$ cat src/rtl/fsw_defines.vh
// Opcodes, status bit positions, table bytes and timing counts.
`ifndef FSW_DEFINES_VH
`define FSW_DEFINES_VH

// ============================================================
// Instruction opcodes
// ============================================================
`define FSW_OP_STATUS_WRITE 8'h01
`define FSW_OP_PROG 8'h02
`define FSW_OP_LATCH_CLR 8'h04
`define FSW_OP_RDSR 8'h05
`define FSW_OP_LATCH_SET 8'h06
`define FSW_OP_ERASE 8'h20
`define FSW_OP_RDFR 8'h48
`define FSW_OP_SFDP 8'h5a
`define FSW_OP_RSTEN 8'h66
`define FSW_OP_SUSP 8'h75
`define FSW_OP_RESUME 8'h7a
`define FSW_OP_RDERP 8'h81
`define FSW_OP_RST 8'h99

// ============================================================
// Status register bit positions and reset value
// ============================================================
`define FSW_BIT_BUSY 0
`define FSW_BIT_LATCH 1
`define FSW_BIT_BP_LO 2
`define FSW_BIT_BP_HI 5
`define FSW_BIT_QUAD 6
`define FSW_BIT_LOCK 7
`define FSW_STATUS_RST 8'h00

// ============================================================
// Byte counts of complete instructions
// ============================================================
`define FSW_NB_SHORT 3'd1
`define FSW_NB_STATUS_WRITE 3'd2
`define FSW_NB_ERASE 3'd4
`define FSW_NB_PROG 3'd5
`define FSW_NB_SFDP_A 3'd4
`define FSW_NB_SFDP_D 3'd5

// ============================================================
// Parameter table bytes, held at byte addresses 64h to 6bh
// ============================================================
`define FSW_TBL_BASE 8'h64
`define FSW_TBL_64 8'hf7
`define FSW_TBL_65 8'ha2
`define FSW_TBL_66 8'hd5
`define FSW_TBL_67 8'h5c
`define FSW_TBL_68 8'h4a
`define FSW_TBL_69 8'hc2
`define FSW_TBL_6A 8'h2c
`define FSW_TBL_6B 8'hff
`define FSW_TBL_BLANK 8'hff

// ============================================================
// Timing
// ============================================================
`define FSW_BUSY_CYCLES 1000

`endif

$ cat src/rtl/fsw_param_rom.v
// Parameter table memory with a registered read port.
`timescale 1ns/1ns
`default_nettype none
`include "fsw_defines.vh"

module fsw_param_rom (
  input wire clk,
  input wire [7:0] addr,
  output reg [7:0] rdata
);

  // ============================================================
  // Table lookup
  // ============================================================
  // Read data is registered so the serial side always sees a settled byte.
  always @(posedge clk) begin
    case (addr)
      8'h64: rdata <= `FSW_TBL_64;
      8'h65: rdata <= `FSW_TBL_65; // Exit code in bits 22:15.
      8'h66: rdata <= `FSW_TBL_66; // Entry code in bits 30:23.
      8'h67: rdata <= `FSW_TBL_67;
      8'h68: rdata <= `FSW_TBL_68; // Quad leave 1010b, entry 00100b.
      8'h69: rdata <= `FSW_TBL_69;
      8'h6a: rdata <= `FSW_TBL_6A;
      8'h6b: rdata <= `FSW_TBL_6B;
      default: rdata <= `FSW_TBL_BLANK;
    endcase
  end

endmodule // fsw_param_rom
`default_nettype wire

$ cat src/rtl/fsw_status_bank.v
// Status register, write latch and busy logic behind the serial pins.
`timescale 1ns/1ns
`default_nettype none
`include "fsw_defines.vh"

module fsw_status_bank #(
  parameter BUSY_CYCLES = `FSW_BUSY_CYCLES
) (
  input wire CORE_CLK,
  input wire SRST,
  input wire SCK,
  input wire CE_N,
  input wire SI,
  output reg SO,
  output reg SO_OE,
  output reg [7:0] STATUS,
  output reg QUAD_EN,
  output reg BUSY
);

  localparam ST_LOAD = 1'b0;
  localparam ST_RUN = 1'b1;
  localparam [1:0] K_STATUS = 2'd0;
  localparam [1:0] K_PROG = 2'd1;
  localparam [1:0] K_ERASE = 2'd2;

  // ============================================================
  // Pin synchronisers
  // ============================================================
  reg sck_s1_r, sck_s2_r, sck_d_r;
  reg ce_s1_r, ce_s2_r, ce_d_r;
  reg si_s1_r, si_s2_r;

  // The serial clock is sampled, so it must stay well below a quarter
  // of the core rate; 160 ns against 8 ns leaves ample margin.
  always @(posedge CORE_CLK) begin
    if (SRST) begin
      sck_s1_r <= 1'b0;
      sck_s2_r <= 1'b0;
      sck_d_r <= 1'b0;
      ce_s1_r <= 1'b1;
      ce_s2_r <= 1'b1;
      ce_d_r <= 1'b1;
      si_s1_r <= 1'b0;
      si_s2_r <= 1'b0;
    end else begin
      sck_s1_r <= SCK;
      sck_s2_r <= sck_s1_r;
      sck_d_r <= sck_s2_r;
      ce_s1_r <= CE_N;
      ce_s2_r <= ce_s1_r;
      ce_d_r <= ce_s2_r;
      si_s1_r <= SI;
      si_s2_r <= si_s1_r;
    end
  end

  wire sel = ~ce_s2_r;
  wire sck_rise = sel & sck_s2_r & ~sck_d_r;
  wire sck_fall = sel & ~sck_s2_r & sck_d_r;
  wire ce_end = ce_s2_r & ~ce_d_r;

  // ============================================================
  // State
  // ============================================================
  reg st_r;
  reg [5:0] nv_r; // Non-volatile lock, quad and protect cells.
  reg [5:0] vol_r; // Working copy that the logic obeys.
  reg latch_r, busy_r, susp_r, rst_en_r;
  reg [1:0] kind_r;
  reg [15:0] tmr_r;
  reg [2:0] bitn_r, nbyte_r;
  reg [7:0] sh_r, op_r, data_r, out_r, rom_a_r;
  reg rd_r;
  wire [7:0] rom_q;
  wire [7:0] byte_in = {sh_r[6:0], si_s2_r};
  wire [7:0] status = {vol_r, latch_r, busy_r};

  // Instructions that a running operation lets through.
  function allowed_busy;
    input [7:0] op;
    begin
      allowed_busy = (op == `FSW_OP_RDSR) || (op == `FSW_OP_RDFR) ||
        (op == `FSW_OP_RDERP) || (op == `FSW_OP_SUSP) ||
        (op == `FSW_OP_RSTEN) || (op == `FSW_OP_RST);
    end
  endfunction

  fsw_param_rom u_rom (
    .clk(CORE_CLK),
    .addr(rom_a_r),
    .rdata(rom_q)
  );

  // ============================================================
  // Serial shifter and read data path
  // ============================================================
  // Bytes are counted up to seven and then held, which is enough to
  // tell every instruction length apart without a wide counter.
  always @(posedge CORE_CLK) begin
    if (SRST) begin
      bitn_r <= 3'd0;
      nbyte_r <= 3'd0;
      sh_r <= 8'h00;
      op_r <= 8'h00;
      data_r <= 8'h00;
      out_r <= 8'h00;
      rom_a_r <= 8'h00;
      rd_r <= 1'b0;
      SO <= 1'b0;
      SO_OE <= 1'b0;
    end else if (!sel) begin
      bitn_r <= 3'd0;
      nbyte_r <= 3'd0;
      rd_r <= 1'b0;
      SO_OE <= 1'b0;
    end else if (sck_rise) begin
      sh_r <= byte_in;
      bitn_r <= bitn_r + 3'd1;
      if (bitn_r == 3'd7) begin
        if (nbyte_r != 3'd7)
          nbyte_r <= nbyte_r + 3'd1;
        if (nbyte_r == 3'd0)
          op_r <= byte_in;
        if (nbyte_r == 3'd1)
          data_r <= byte_in;
        // A status read reloads the status register every byte until deselect.
        if ((nbyte_r == 3'd0 && byte_in == `FSW_OP_RDSR) ||
            (nbyte_r != 3'd0 && op_r == `FSW_OP_RDSR)) begin
          out_r <= status;
          rd_r <= 1'b1;
        end else if ((nbyte_r == 3'd0) && ((byte_in == `FSW_OP_RDFR) ||
                     (byte_in == `FSW_OP_RDERP))) begin
          out_r <= 8'h00;
          rd_r <= 1'b1;
        end else if (op_r == `FSW_OP_SFDP && !busy_r) begin
          if (nbyte_r == `FSW_NB_SFDP_A - 3'd1)
            rom_a_r <= byte_in;
          if (nbyte_r >= `FSW_NB_SFDP_D - 3'd1) begin
            out_r <= rom_q;
            rom_a_r <= rom_a_r + 8'h01;
            rd_r <= (nbyte_r >= `FSW_NB_SFDP_D);
          end
        end
      end
    end else if (sck_fall) begin
      SO_OE <= rd_r;
      SO <= out_r[7];
      out_r <= {out_r[6:0], 1'b0};
    end
  end

  // ============================================================
  // Instruction execution and busy timer
  // ============================================================
  // Instructions act when chip enable rises on a byte boundary, so a
  // deselect in mid-byte discards the instruction.
  always @(posedge CORE_CLK) begin
    if (SRST) begin
      st_r <= ST_LOAD;
      nv_r <= 6'h00;
      vol_r <= 6'h00;
      latch_r <= 1'b0;
      busy_r <= 1'b0;
      susp_r <= 1'b0;
      rst_en_r <= 1'b0;
      kind_r <= K_STATUS;
      tmr_r <= 16'h0000;
    end else if (st_r == ST_LOAD) begin
      vol_r <= nv_r;
      st_r <= ST_RUN;
    end else if (ce_end && bitn_r == 3'd0 && nbyte_r != 3'd0 &&
                 (!busy_r || allowed_busy(op_r))) begin
      rst_en_r <= (op_r == `FSW_OP_RSTEN);
      case (op_r)
        `FSW_OP_LATCH_SET: begin
          if (nbyte_r == `FSW_NB_SHORT)
            latch_r <= 1'b1;
        end
        `FSW_OP_LATCH_CLR: begin
          if (nbyte_r == `FSW_NB_SHORT)
            latch_r <= 1'b0;
        end
        `FSW_OP_STATUS_WRITE: begin
          // The latch bit of the data byte is dropped here.
          if (nbyte_r == `FSW_NB_STATUS_WRITE && latch_r) begin
            nv_r <= data_r[7:2];
            vol_r <= data_r[7:2];
            busy_r <= 1'b1;
            kind_r <= K_STATUS;
            tmr_r <= BUSY_CYCLES[15:0];
          end
        end
        `FSW_OP_PROG, `FSW_OP_ERASE: begin
          if (((op_r == `FSW_OP_PROG && nbyte_r >= `FSW_NB_PROG) ||
               (op_r == `FSW_OP_ERASE && nbyte_r == `FSW_NB_ERASE)) &&
              latch_r && !susp_r &&
              vol_r[`FSW_BIT_BP_HI-2:`FSW_BIT_BP_LO-2] == 4'h0) begin
            busy_r <= 1'b1;
            kind_r <= (op_r == `FSW_OP_PROG) ? K_PROG : K_ERASE;
            tmr_r <= BUSY_CYCLES[15:0];
          end
        end
        `FSW_OP_SUSP: begin
          if (busy_r && kind_r != K_STATUS) begin
            busy_r <= 1'b0;
            susp_r <= 1'b1;
          end
        end
        `FSW_OP_RESUME: begin
          if (susp_r) begin
            busy_r <= 1'b1;
            susp_r <= 1'b0;
          end
        end
        `FSW_OP_RST: begin
          // The reset instruction never acts, as the default branch clears rst_en_r for a reset enable too.
          if (rst_en_r) begin
            busy_r <= 1'b0;
            susp_r <= 1'b0;
            latch_r <= 1'b0;
            tmr_r <= 16'h0000;
          end
        end
        default: begin
          rst_en_r <= 1'b0;
        end
      endcase
    end else if (busy_r) begin
      tmr_r <= tmr_r - 16'h0001;
      if (tmr_r <= 16'h0001) begin
        busy_r <= 1'b0;
        latch_r <= 1'b0;
      end
    end
  end

  // ============================================================
  // Registered outputs
  // ============================================================
  // One cycle behind the internal state, so every output is a flop.
  always @(posedge CORE_CLK) begin
    if (SRST) begin
      STATUS <= `FSW_STATUS_RST;
      QUAD_EN <= 1'b0;
      BUSY <= 1'b0;
    end else begin
      STATUS <= status;
      QUAD_EN <= vol_r[`FSW_BIT_QUAD-2];
      BUSY <= busy_r;
    end
  end

endmodule // fsw_status_bank
`default_nettype wire

$ cat config.mk
export PLATFORM = sky130hd
export DESIGN_NAME = fsw_status_bank
export DESIGN_NICKNAME = d
export VERILOG_FILES = /design/src/rtl/fsw_param_rom.v /design/src/rtl/fsw_status_bank.v
export VERILOG_INCLUDE_DIRS = /design/src /design/src/rtl
export SDC_FILE = /design/constraint.sdc
export NUM_CORES = 1
export LEC_CHECK = 0
export BUFFER_PORTS_ARGS = -buffer_cell sky130_fd_sc_hd__buf_2
export CORE_MARGIN = 4
export CORE_UTILIZATION = 50
export CTS_BUF_LIST = sky130_fd_sc_hd__clkbuf_4 sky130_fd_sc_hd__clkbuf_8
export CTS_CLUSTER_SIZE = 14
export DETAILED_ROUTE_END_ITERATION = 10
export GPL_TIMING_DRIVEN = 0
export PLACE_DENSITY = 0.64
export SYNTH_ARGS = -nofsm -noshare
export SYNTH_HDL_FRONTEND = slang
export SYNTH_SLANG_ARGS = --single-unit
$ cat constraint.sdc
create_clock -name CORE_CLK -period 2.65 [get_ports CORE_CLK]
set_input_delay 0.53 -clock CORE_CLK [delete_from_list [all_inputs] [get_ports CORE_CLK]]
set_output_delay 0.53 -clock CORE_CLK [all_outputs]
set_load 0.005 [all_outputs]
==> out/metrics.csv <==
stage,metric,value,unit
critical_path,Worst R2R Start,vol_r[0],
critical_path,r2r endpoint,tmr_r[15],
layout,fin cells,791,
synth,YS warnings,0,
grt,global-route usage over all layers,0.223,
power_and_ir_drop,worst vdd ir,0.322,mV
timing,Final Skew,0.0168,ns
synth,Mapped Cells,620,
min_path,hold-critical path depth,2,
critical_path,Worst EP required,2.91,ns
critical_path,CP endpoint kind,register,
clock_tree,Clock transition at path regs,0.11,ns
place,post-DP HPWL,9930,µm
critical_path,R2R depth,8,
critical_path,Critical Path AT,2.81,ns
synth,Synth cell types,65,
timing,Worst Slack Setup Final,0.100,ns
timing,Setup TNS,0,ns
place,DP Worst Slack,-0.129,ns
min_path,Worst Hold Class,input port to register,
synth,"Seq/Total Area, Yosys",0.399,
layout,antenna fix cells,0,
clock_tree,Max Root-Sink Buffers,2,
timing,Final min period,2.55,ns
grt,first-pass GRT wire length,22300,µm
floorplan,Die W,111,µm
synth,post-synthesis register bit count,105,
clock_tree,Clock Tree Root,clkbuf_8,
layout,"commonest non-fill, non-tap cell in the layout",dfxtp_1,
critical_path,CP max FO,10,
synth,"Async S/R FF share, synth",0,
timing,Achievable Freq,392,MHz
critical_path,most frequent CP cell,or4_4,
grt,largest net degree at the start of global routing,19,
synth,syn avg cell area,8.51,µm²
layout,layout cells sized above 1,0.128,
floorplan,die area,12300,µm²
layout,FF+latch area,2100,µm²
synth,Mapped Area,5270,µm²
run,max_cap viols,0,
power_and_ir_drop,Pleak,2.21,nW
timing,final setup fails,0,
timing,Slew @ Worst Pin,0.724,ns
routing,Routed Antenna Nets,0,
critical_path,slowest CP cell,or4_4,
place,Placer Congestion,0.869,
synth,post-synth net total,640,
place,DP Cell Count,772,
routing,Pre-antenna DRT Iters,5,
layout,fin nets,670,
layout,fin util,0.574,
critical_path,CP Launch Type,register,
grt,initial antenna violation count,0,
grt,vias in the first global route,4396,
clock_tree,Sink Count,105,
critical_path,worst path cell trace,"or4_4, or4_4, a31oi_4, a221oi_4, buf_12, buf_6, o31ai_1, a21oi_1",
synth,Post-synth EDFFs,0,
floorplan,Die Y,111,µm
critical_path,delay of the slowest critical-path stage,0.59,ns
routing,# DRC,0,
power_and_ir_drop,final total power,2.80,mW
routing,initial DRC count,425,
timing,Slew HR,0.517,
layout,Layout Area Growth over Synthesis,11.8,%
outcome,outcome,finished clean,
place,IO buf count,16,
routing,Vias/cell,5.94,
timing,RSZ-0062 raised after global routing,no,
min_path,hold_sp,CE_N,
timing,Tcrit/Tclk final,0.962,
clock_tree,CTS tree,done,
critical_path,FF-to-FF setup slack,0.10,ns
layout,"commonest cells after routing, fill and taps aside","dfxtp_1, nor2_1, nand2_1",
routing,final wirelength,13700,µm
clock_tree,cts bufs inserted,9,
routing,wire per inst,17.3,µm
clock_tree,Worst-Skew Late Latency,0.39,ns
layout,area taken by multi-input logic gates,3060,µm²
critical_path,WS Path Type,register to register,
clock_tree,H-tree Lvls,3,
timing,Final Hold Fails,0,
routing,DR vias,4701,
floorplan,CORE AREA,10300,µm²
synth,main flop type after synthesis,dfxtp_1,
power_and_ir_drop,power per standard cell area,475,nW/µm²
floorplan,# rows,37,
floorplan,num ports,17,
grt,gr ovfl total,0,
timing,final slew viol count,0,
floorplan,Initial Util,0.513,
min_path,Hold Path End,ce_s1_r,
layout,fillers,971,
[synthesized netlist by cell type (3+ instances only)]
cell type / instances / area, µm²
nand2_1: 57 / 214
nor2b_1: 28 / 175
clkbuf_1: 22 / 82.6
ha_1: 15 / 188
and2_1: 6 / 37.5
or4_1: 9 / 67.6
nor2_1: 68 / 255
dfxtp_1: 105 / 2100
a221oi_1: 7 / 61.3
nand3_1: 12 / 60.1
o31ai_1: 5 / 37.5
o211ai_1: 4 / 30.0
o221a_2: 6 / 67.6
o21ai_0: 32 / 160
o2111ai_1: 4 / 35.0
nand4_1: 7 / 43.8
nor3_1: 11 / 55.1
a21oi_1: 44 / 220
o22ai_1: 7 / 43.8
and3_1: 5 / 31.3
nor4_1: 3 / 18.8
nor4_2: 3 / 37.5
o21a_1: 3 / 22.5
nand2b_1: 8 / 50.1
a211oi_1: 11 / 82.6
a31oi_1: 12 / 75.1
mux2i_1: 34 / 340
or2_2: 8 / 50.1
inv_1: 16 / 60.1
or3_1: 18 / 113
buf_2: 5 / 25.0
[how the worst max path moves through the flow]
stage                          start   endpoint  slack (ns)
after floorplan             tmr_r[0]  tmr_r[10]        0.28
final                       vol_r[0]  tmr_r[15]        0.10
after global placement    nbyte_r[0]  tmr_r[13]       -0.12
after CTS                   vol_r[0]  kind_r[1]      0.0003
after detailed placement  nbyte_r[0]  tmr_r[13]       -0.13
after global routing        vol_r[0]  kind_r[1]        0.03
[repair_timing]
action / 4_1_cts / 5_1_grt
resized for setup: 6 / 15
hold buffers: 0 / 0
pin swaps: 0 / 3
buffers inserted: 0 / 4
hold endpoints to repair: 0 / 0
setup endpoints to repair: 29 / 35
[state kept, by name (all words and copies together), names as in the netlist, 2 cells and up]
name	count
rom_a_r	8
sh_r	7
tmr_r	16
vol_r	6
op_r	8
nv_r	6
STATUS	8
nbyte_r	3
kind_r	2
bitn_r	3
u_rom.rdata	8
data_r	6
out_r	8
[cell families (layout without fill, tap and decap cells)]
family,count (synthesis),in the layout,share of synthesized area
AOI/OAI and AO/OA,155,155,0.195
xor gates and xnor gates,3,3,0.00498
DFF,105,105,0.399
adders and majority gates,15,15,0.0356
and+or+nand+nor,260,260,0.262
buffers and inverters,48,83,0.0396
muxes,34,34,0.0645
[layout make-up]
class	instances	area share
multi-input combinational	467	0.519
sequential	105	0.357
tap	136	0.0289
buffer	31	0.0250
clock buffer	10	0.0233
timing repair buffer	20	0.0208
clock inverter	6	0.0166
inverter	16	0.0102
[layer usage]
metal | up-vias | GRT usage | wire, µm | part of all wire
met4 | 0 | 0.0755 | 359 | 0.026
met3 | 24 | 0.0535 | 622 | 0.046
li1 | 2318 | - | - | -
met1 | 2230 | 0.294 | 6390 | 0.47
met2 | 129 | 0.358 | 6290 | 0.46
met5 | - | 0 | 0 | 0
[critical path, delay by kind of cell, from the launching register on]
kind / cells / cell delay [ns]
AND/OR/NAND/NOR: 2 / 1.10
buffers and inverters: 2 / 0.28
flip-flops: 1 / 0.37
AO/OA/AOI/OAI: 4 / 0.66
[report_power, final]
group	switching (mW)	internal, mW
clock network	0.583	0.571
logic	0.0425	0.0131
registers	0.00736	1.58
total	0.633	2.17
[stage by stage]
stage | area (µm²) | hold slack, ns
floorplan | 5270 | 0.389
global placement | 5520 | 0.394
detailed placement | 5520 | 0.393
CTS | 5800 | 0.310
global route | 5890 | 0.309
finish | 5890 | 0.323
No activity file was read; power rests on OpenSTA's default activity.
